[src/core/asf_pkg.sv]
/*
  Package for the ALU status flag block: flag layout, operation codes,
  addressing modes, register offsets.
  Assumes a single core clock domain and an 8-bit data path.
*/
`default_nettype none
package asf_pkg;
  // ----------------------------------------------------------------
  // flag layout
  // ----------------------------------------------------------------
  localparam int unsigned FLAG_CARRY_BIT = 0;
  localparam int unsigned FLAG_DIGIT_BIT = 1;
  localparam int unsigned FLAG_ZERO_BIT = 2;
  localparam int unsigned FLAG_OVF_BIT = 3;
  localparam int unsigned FLAG_NEG_BIT = 4;
  localparam logic [7:0] FLAG_IMPL_MASK = 8'h1F;
  localparam logic [7:0] FLAG_RESET_VAL = 8'h00;
  localparam logic [7:0] DATA_ZERO = 8'h00;
  // ----------------------------------------------------------------
  // register map
  // ----------------------------------------------------------------
  localparam logic [3:0] ADDR_FLAGS = 4'h0;
  localparam logic [3:0] ADDR_CFG = 4'h1;
  localparam logic [3:0] ADDR_LAST_RES = 4'h2;
  localparam int unsigned CFG_EXT_BIT = 0;
  localparam logic [7:0] CFG_RESET_VAL = 8'h00;
  // ----------------------------------------------------------------
  // operations
  // ----------------------------------------------------------------
  typedef enum logic [3:0] {
    OP_NONE = 4'b0000,
    OP_ADD = 4'b0001,
    OP_SUB = 4'b0010,
    OP_AND = 4'b0011,
    OP_IOR = 4'b0100,
    OP_XOR = 4'b0101,
    OP_CLR = 4'b0110,
    OP_ROR = 4'b0111,
    OP_ROL = 4'b1000,
    OP_BCLR = 4'b1001,
    OP_BSET = 4'b1010,
    OP_SWAP = 4'b1011,
    OP_MOVE = 4'b1100
  } asf_op_type;
  typedef enum logic [2:0] {
    AM_INHERENT = 3'b000,
    AM_LITERAL = 3'b001,
    AM_DIRECT = 3'b010,
    AM_INDIRECT = 3'b011,
    AM_INDEXED = 3'b100
  } asf_mode_type;
  typedef struct packed {
    logic valid;
    asf_op_type op;
    asf_mode_type mode;
    logic [7:0] opa;
    logic [7:0] opb;
    logic [2:0] bit_sel;
    logic dst_is_flags;
  } asf_req_type;
  typedef struct packed {
    logic valid;
    logic [7:0] result;
    logic mode_fault;
  } asf_rsp_type;
endpackage : asf_pkg
`default_nettype wire

[src/core/asf_adder.sv]
/*
  8-bit adder with nibble carry; subtraction adds the two's complement.
  Assumes purely combinational use by the flag block.
*/
`default_nettype none
module asf_adder (
  input wire logic [7:0] a,
  input wire logic [7:0] b,
  input wire logic sub,
  output logic [7:0] sum,
  output logic carry,
  output logic digit,
  output logic ovf
);
  logic [7:0] b_eff;
  logic [8:0] full;
  logic [4:0] low;
  assign b_eff = sub ? ~b : b;
  assign full = {1'b0, a} + {1'b0, b_eff} + {8'h00, sub};
  assign low = {1'b0, a[3:0]} + {1'b0, b_eff[3:0]} + {4'h0, sub};
  assign sum = full[7:0];
  assign carry = full[8];
  assign digit = low[4];
  assign ovf = (a[7] == b_eff[7]) && (full[7] != a[7]);
endmodule : asf_adder
`default_nettype wire

[src/core/asf_mode_check.sv]
/*
  Addressing mode legality check.
  Assumes the extended-instruction enable is a stable level.
*/
`default_nettype none
module asf_mode_check (
  input wire asf_pkg::asf_mode_type mode,
  input wire logic extended_instr_enable,
  output logic legal
);
  assign legal = (mode != asf_pkg::AM_INDEXED) || extended_instr_enable;
endmodule : asf_mode_check
`default_nettype wire

[src/core/asf_flags.sv]
/*
  ALU status flag generation and the flag register.
  Assumes the execution core presents one request per cycle and software
  reaches registers over a plain strobe port with read data one cycle later.
*/
// The plain strobed port and the register addresses were left to the implementer.
`default_nettype none
module asf_flags (
  input wire logic core_clk,
  input wire logic resetn,
  input wire asf_pkg::asf_req_type req,
  output asf_pkg::asf_rsp_type rsp,
  output logic [7:0] arithmetic_flags,
  input wire logic [3:0] reg_addr,
  input wire logic [7:0] reg_wdata,
  input wire logic reg_wr,
  input wire logic reg_rd,
  output logic [7:0] reg_rdata
);
  // ----------------------------------------------------------------
  // datapath
  // ----------------------------------------------------------------
  logic [7:0] flags_r;
  logic [7:0] flags_nxt;
  logic [7:0] cfg_r;
  logic [7:0] last_res_r;
  logic [7:0] res;
  logic [7:0] add_sum;
  logic add_c;
  logic add_dc;
  logic add_ov;
  logic mode_ok;
  logic upd_nzov;
  logic upd_z;
  logic upd_c;
  logic do_op;
  logic [7:0] src;

  assign src = req.dst_is_flags ? flags_r : req.opa;

  asf_adder u_add (
    .a(src),
    .b(req.opb),
    .sub(req.op == asf_pkg::OP_SUB),
    .sum(add_sum),
    .carry(add_c),
    .digit(add_dc),
    .ovf(add_ov)
  );

  asf_mode_check u_mode (
    .mode(req.mode),
    .extended_instr_enable(cfg_r[asf_pkg::CFG_EXT_BIT]),
    .legal(mode_ok)
  );

  assign do_op = req.valid && mode_ok;

  always_comb begin
    res = src;
    case (req.op)
      asf_pkg::OP_ADD, asf_pkg::OP_SUB: res = add_sum;
      asf_pkg::OP_AND: res = src & req.opb;
      asf_pkg::OP_IOR: res = src | req.opb;
      asf_pkg::OP_XOR: res = src ^ req.opb;
      asf_pkg::OP_CLR: res = asf_pkg::DATA_ZERO;
      asf_pkg::OP_ROR: res = {flags_r[asf_pkg::FLAG_CARRY_BIT], src[7:1]};
      asf_pkg::OP_ROL: res = {src[6:0], flags_r[asf_pkg::FLAG_CARRY_BIT]};
      asf_pkg::OP_BCLR: res = src & ~(8'h01 << req.bit_sel);
      asf_pkg::OP_BSET: res = src | (8'h01 << req.bit_sel);
      asf_pkg::OP_SWAP: res = {src[3:0], src[7:4]};
      default: res = src;
    endcase
  end

  assign upd_nzov = (req.op == asf_pkg::OP_ADD) || (req.op == asf_pkg::OP_SUB);
  assign upd_z = upd_nzov || (req.op == asf_pkg::OP_AND) || (req.op == asf_pkg::OP_IOR)
    || (req.op == asf_pkg::OP_XOR) || (req.op == asf_pkg::OP_CLR);
  assign upd_c = upd_nzov || (req.op == asf_pkg::OP_ROR) || (req.op == asf_pkg::OP_ROL);

  // ----------------------------------------------------------------
  // flag next value
  // ----------------------------------------------------------------
  always_comb begin
    flags_nxt = flags_r;
    if (do_op && req.dst_is_flags && !upd_z && !upd_c) begin
      flags_nxt = res;
    end else if (do_op && req.dst_is_flags) begin
      // data write blocked on the five flags
      flags_nxt = flags_r;
    end else if (reg_wr && reg_addr == asf_pkg::ADDR_FLAGS) begin
      flags_nxt = reg_wdata;
    end
    if (do_op && upd_nzov) begin
      flags_nxt[asf_pkg::FLAG_NEG_BIT] = res[7];
      flags_nxt[asf_pkg::FLAG_OVF_BIT] = add_ov;
      flags_nxt[asf_pkg::FLAG_DIGIT_BIT] = add_dc;
      flags_nxt[asf_pkg::FLAG_CARRY_BIT] = add_c;
    end else if (do_op && req.op == asf_pkg::OP_ROR) begin
      flags_nxt[asf_pkg::FLAG_DIGIT_BIT] = src[4];
      flags_nxt[asf_pkg::FLAG_CARRY_BIT] = src[0];
    end else if (do_op && req.op == asf_pkg::OP_ROL) begin
      flags_nxt[asf_pkg::FLAG_DIGIT_BIT] = src[3];
      flags_nxt[asf_pkg::FLAG_CARRY_BIT] = src[7];
    end
    if (do_op && upd_z) begin
      flags_nxt[asf_pkg::FLAG_ZERO_BIT] = (res == asf_pkg::DATA_ZERO);
    end
    flags_nxt = flags_nxt & asf_pkg::FLAG_IMPL_MASK;
  end

  // ----------------------------------------------------------------
  // registers
  // ----------------------------------------------------------------
  // hold unless updated
  always_ff @(posedge core_clk or negedge resetn) begin
    if (!resetn) begin
      flags_r <= asf_pkg::FLAG_RESET_VAL;
    end else begin
      flags_r <= flags_nxt;
    end
  end

  always_ff @(posedge core_clk or negedge resetn) begin
    if (!resetn) begin
      cfg_r <= asf_pkg::CFG_RESET_VAL;
    end else if (reg_wr && reg_addr == asf_pkg::ADDR_CFG) begin
      cfg_r <= {7'h00, reg_wdata[asf_pkg::CFG_EXT_BIT]};
    end
  end

  always_ff @(posedge core_clk or negedge resetn) begin
    if (!resetn) begin
      rsp <= '0;
      last_res_r <= asf_pkg::DATA_ZERO;
    end else begin
      rsp.valid <= req.valid;
      rsp.result <= res;
      rsp.mode_fault <= req.valid && !mode_ok;
      if (do_op) begin
        last_res_r <= res;
      end
    end
  end

  always_ff @(posedge core_clk or negedge resetn) begin
    if (!resetn) begin
      reg_rdata <= 8'h00;
    end else if (reg_rd) begin
      if (reg_addr == asf_pkg::ADDR_FLAGS) begin
        reg_rdata <= flags_r;
      end else if (reg_addr == asf_pkg::ADDR_CFG) begin
        reg_rdata <= cfg_r;
      end else if (reg_addr == asf_pkg::ADDR_LAST_RES) begin
        reg_rdata <= last_res_r;
      end else begin
        reg_rdata <= 8'h00;
      end
    end else begin
      reg_rdata <= 8'h00;
    end
  end

  assign arithmetic_flags = flags_r;

  // ----------------------------------------------------------------
  // check helpers
  // ----------------------------------------------------------------
  // overflow worked out from operand and result signs
  logic chk_ovf;
  assign chk_ovf = (req.op == asf_pkg::OP_SUB)
    ? ((src[7] != req.opb[7]) && (add_sum[7] != src[7]))
    : ((src[7] == req.opb[7]) && (add_sum[7] != src[7]));
endmodule : asf_flags
`default_nettype wire

[config.mk]
export PLATFORM = sky130hd
export DESIGN_NAME = asf_flags
export DESIGN_NICKNAME = d
export VERILOG_FILES = /design/src/core/asf_pkg.sv /design/src/core/asf_adder.sv /design/src/core/asf_mode_check.sv /design/src/core/asf_flags.sv
export SDC_FILE = /design/constraint.sdc
export NUM_CORES = 1
export LEC_CHECK = 0
export BUFFER_PORTS_ARGS = -buffer_cell sky130_fd_sc_hd__buf_4
export CAP_MARGIN = 0
export CELL_PAD_IN_SITES_DETAIL_PLACEMENT = 1
export CELL_PAD_IN_SITES_GLOBAL_PLACEMENT = 1
export CORE_ASPECT_RATIO = 1.4
export CORE_UTILIZATION = 41
export DETAILED_ROUTE_END_ITERATION = 10
export PLACE_DENSITY = 0.81
export SLEW_MARGIN = 40
export SYNTH_ARGS = -nofsm -noshare
export SYNTH_HDL_FRONTEND = slang
export SYNTH_SLANG_ARGS = --single-unit
export TNS_END_PERCENT = 5
[constraint.sdc]
create_clock -name core_clk -period 3.3 [get_ports core_clk]
set_input_delay 0.33 -clock core_clk [delete_from_list [all_inputs] [get_ports core_clk]]
set_output_delay 0.33 -clock core_clk [all_outputs]
set_load 0.02 [all_outputs]
==> results.yml <==
global_routing:
  grt_antenna_before_repair: 0
  grt_max_degree: 34
  grt_usage: 0.296
  overflow: 0
  grt_pass1_vias: 3237
  grt_pass1_wl_um: 17200
clock_network:
  cts_resized: 0
  cts_root_buffer: "clkbuf_8"
  clkTransAtPathRegs_ns: 0.07
  clock_latency_ns: 0.29
  cts_buffers: 5
  clock_sinks: 32
  tritoncts: "built"
  clockBufferDepth: 2
  htree_levels: 2
floorplanning:
  io_pins: 70
  core_region_area_mm2: 0.00707
  die_w_um: 74.7
  die_h_um: 104
  die_area_mm2: 0.00776
  fp-row-count: 36
  start_util: 0.429
critical_path:
  r2r_cells: 9
  worst_r2r_endpoint: "arithmetic_flags[2]"
  path_class: "in -> reg"
  worstReg2RegStart: "arithmetic_flags[1]"
  endpoint_kind: "flip-flop"
  cp-start-kind: "primary input"
  rrSetupSlack_ns: 0.35
  cp.arrival_ns: 3.25
  worstPathMaxFanout: 5
  cp_data_required_time_ns: 3.49
drt:
  route.antenna.remaining_nets: 0
  dr.pass1.iters: 4
  wirelength_um: 10800
  drt_iter0_drc: 173
  viasPerCell: 6.00
  wl_per_cell_um: 20.9
  drc: 0
  num_vias: 3096
power:
  ir_drop_v: 0.000231
  power_density_mw_per_mm2: 428
  finalPower_mw: 1.61
  p_leak_nw: 1.67
synthesis:
  syn-cell-area_mm2: 0.00304
  synth_area_per_cell_um2: 8.51
  synth_top_area_frac: 0.264
  synth-edff-count: 0
  synth-seq-area-share: 0.264
  ys.flop_type: "dfrtp_1"
  synth-seq-cells: 32
  async_flop_share: 1.00
  synth_cell_types: 78
  yosysTopAreaCell: "dfrtp_1"
  yosysWarnings: 0
  synth_cells: 357
  synth_area_leaders: "dfrtp_1, xnor2_1, nor2_1"
place:
  gp_routability_congestion: 1.02
  portBuffers: 63
  placed_cells: 507
  dp_hpwl_um: 8470
timing:
  slew_headroom: 0.476
  tightestPinTransition_ns: 0.779
  rsz0062_at_grt: "false"
  post-route-min-period_ns: 3.05
  fin_skew_ns: 0.00445
  maxSlewViolCount: 0
  finalSetupViolCount: 0
  min_period_over_period: 0.925
  hold_ws_ns: 0.171
  max_freq_ghz: 0.327
  hold_viol: 0
layout:
  synthToLayoutAreaGrowth_pct: 23.7
  n_antenna_cell: 0
  finalNetCount: 472
  final_cells: 516
  post-route-util: 0.531
  final.fill_count: 874
  layout-drive-gt1-share: 0.283
worst_hold_path:
  holdCritPathClass: "in -> reg"
  hold_path_end: "rsp[9]"
  min_from: "req[27]"
  worst_hold_path.num_cells: 1
run_status:
  status: "completed"
run:
  cap_violations: 0
[area by class of cell]
cell class	count	area (um^2)	area share
multi-input combinational	286	2060	0.548
sequential	32	801	0.213
timing repair buffer	82	618	0.165
tap	95	119	0.0316
clock buffer	5	68.8	0.0183
inverter	13	48.8	0.0130
clock inverter	3	42.5	0.0113
[worst max-delay path: stages]
cell,delay [ns]
buf_4,0.11
or4b_4,0.58
xnor2_2,0.18
fa_1,0.45
a21o_1,0.21
a21oi_2,0.22
xor2_1,0.18
nor2_1,0.07
a211oi_2,0.24
or4b_1,0.48
o41ai_2,0.19
[synth_stat cells (4+ instances only)]
| cell type | count |
|---|---|
| mux2_2 | 6 |
| nand4b_1 | 5 |
| a221o_1 | 5 |
| nand3b_1 | 6 |
| o22ai_1 | 8 |
| buf_2 | 7 |
| nand2b_1 | 10 |
| nand2_1 | 30 |
| buf_4 | 4 |
| mux2i_1 | 10 |
| nor4_1 | 5 |
| nor3_1 | 6 |
| a211oi_1 | 5 |
| and3_1 | 4 |
| nand3_1 | 4 |
| a21oi_1 | 20 |
| a31oi_1 | 6 |
| nor2_1 | 32 |
| o21ai_0 | 13 |
| o211ai_1 | 5 |
| dfrtp_1 | 32 |
| a21o_1 | 4 |
| clkbuf_1 | 12 |
| inv_1 | 12 |
| xnor2_1 | 14 |
| nor2b_1 | 7 |
| ha_1 | 7 |
[layout by cell type, fill, tap and decap left out, drive strengths merged, types with 6 or more instances in the layout]
| cell type | instances |
|---|---|
| inv | 13 |
| mux2i | 14 |
| dfrtp | 32 |
| nor3 | 6 |
| buf | 81 |
| a21oi | 20 |
| o22ai | 8 |
| nand2b | 11 |
| xnor2 | 14 |
| a31oi | 6 |
| nor2b | 7 |
| nor2 | 32 |
| nand3b | 6 |
| mux2 | 7 |
| nand2 | 30 |
| ha | 7 |
| o21ai | 16 |
[sequential cells by signal, summed over array words and instances, names as in the netlist]
signal            count
rsp                  10
last_res_r            8
reg_rdata             8
arithmetic_flags      5
cfg_r                 1
[through the flow]
stage / setup slack, ns / TNS [ns] / instance area [um^2]
after floorplan: 0.0412 / 0 / 3060
after global placement: 0.00832 / 0 / 3640
after detailed placement: -0.0391 / -0.0391 / 3640
after CTS: 0.273 / 0 / 3760
after global routing: 0.101 / 0 / 3760
final: 0.246 / 0 / 3760
[per-layer routing]
| layer | up-vias | part of all wire | global-route usage |
|---|---|---|---|
| met2 | 117 | 0.54 | 0.535 |
| met1 | 1501 | 0.38 | 0.324 |
| met5 | - | 0 | 0 |
| li1 | 1452 | - | - |
| met3 | 26 | 0.041 | 0.0399 |
| met4 | 0 | 0.040 | 0.143 |
[report_power, final]
part	total [mW]	switching, mW	internal (mW)
registers	0.502	0.0462	0.456
logic	0.734	0.415	0.319
clock network	0.373	0.150	0.223
[worst max-delay path by stage]
stage,startpoint,endpoint,slack [ns],depth (start not counted)
3_3_place_gp,req[23],arithmetic_flags[2],0.008,11
4_1_cts,req[23],arithmetic_flags[2],0.27,11
2_1_floorplan,req[23],arithmetic_flags[2],0.04,12
6_report,req[23],arithmetic_flags[2],0.25,11
5_1_grt,req[23],arithmetic_flags[2],0.10,11
3_5_place_dp,req[23],arithmetic_flags[2],-0.04,11
[logic make-up after synthesis]
kind of cell,share of synthesized area
AOI/OAI and AO/OA,0.260
xor gates and xnor gates,0.0490
adders and majority gates,0.0354
buffers and inverters,0.0659
DFF,0.264
muxes,0.0812
other,0.00123
and+or+nand+nor,0.244
[timing repair]
item / 4_1_cts / 5_1_grt
hold endpoints to repair: 32 / 0
hold buffers: 1 / 0
buffers inserted: 0 / 0
No activity file was read; power rests on OpenSTA's default activity.
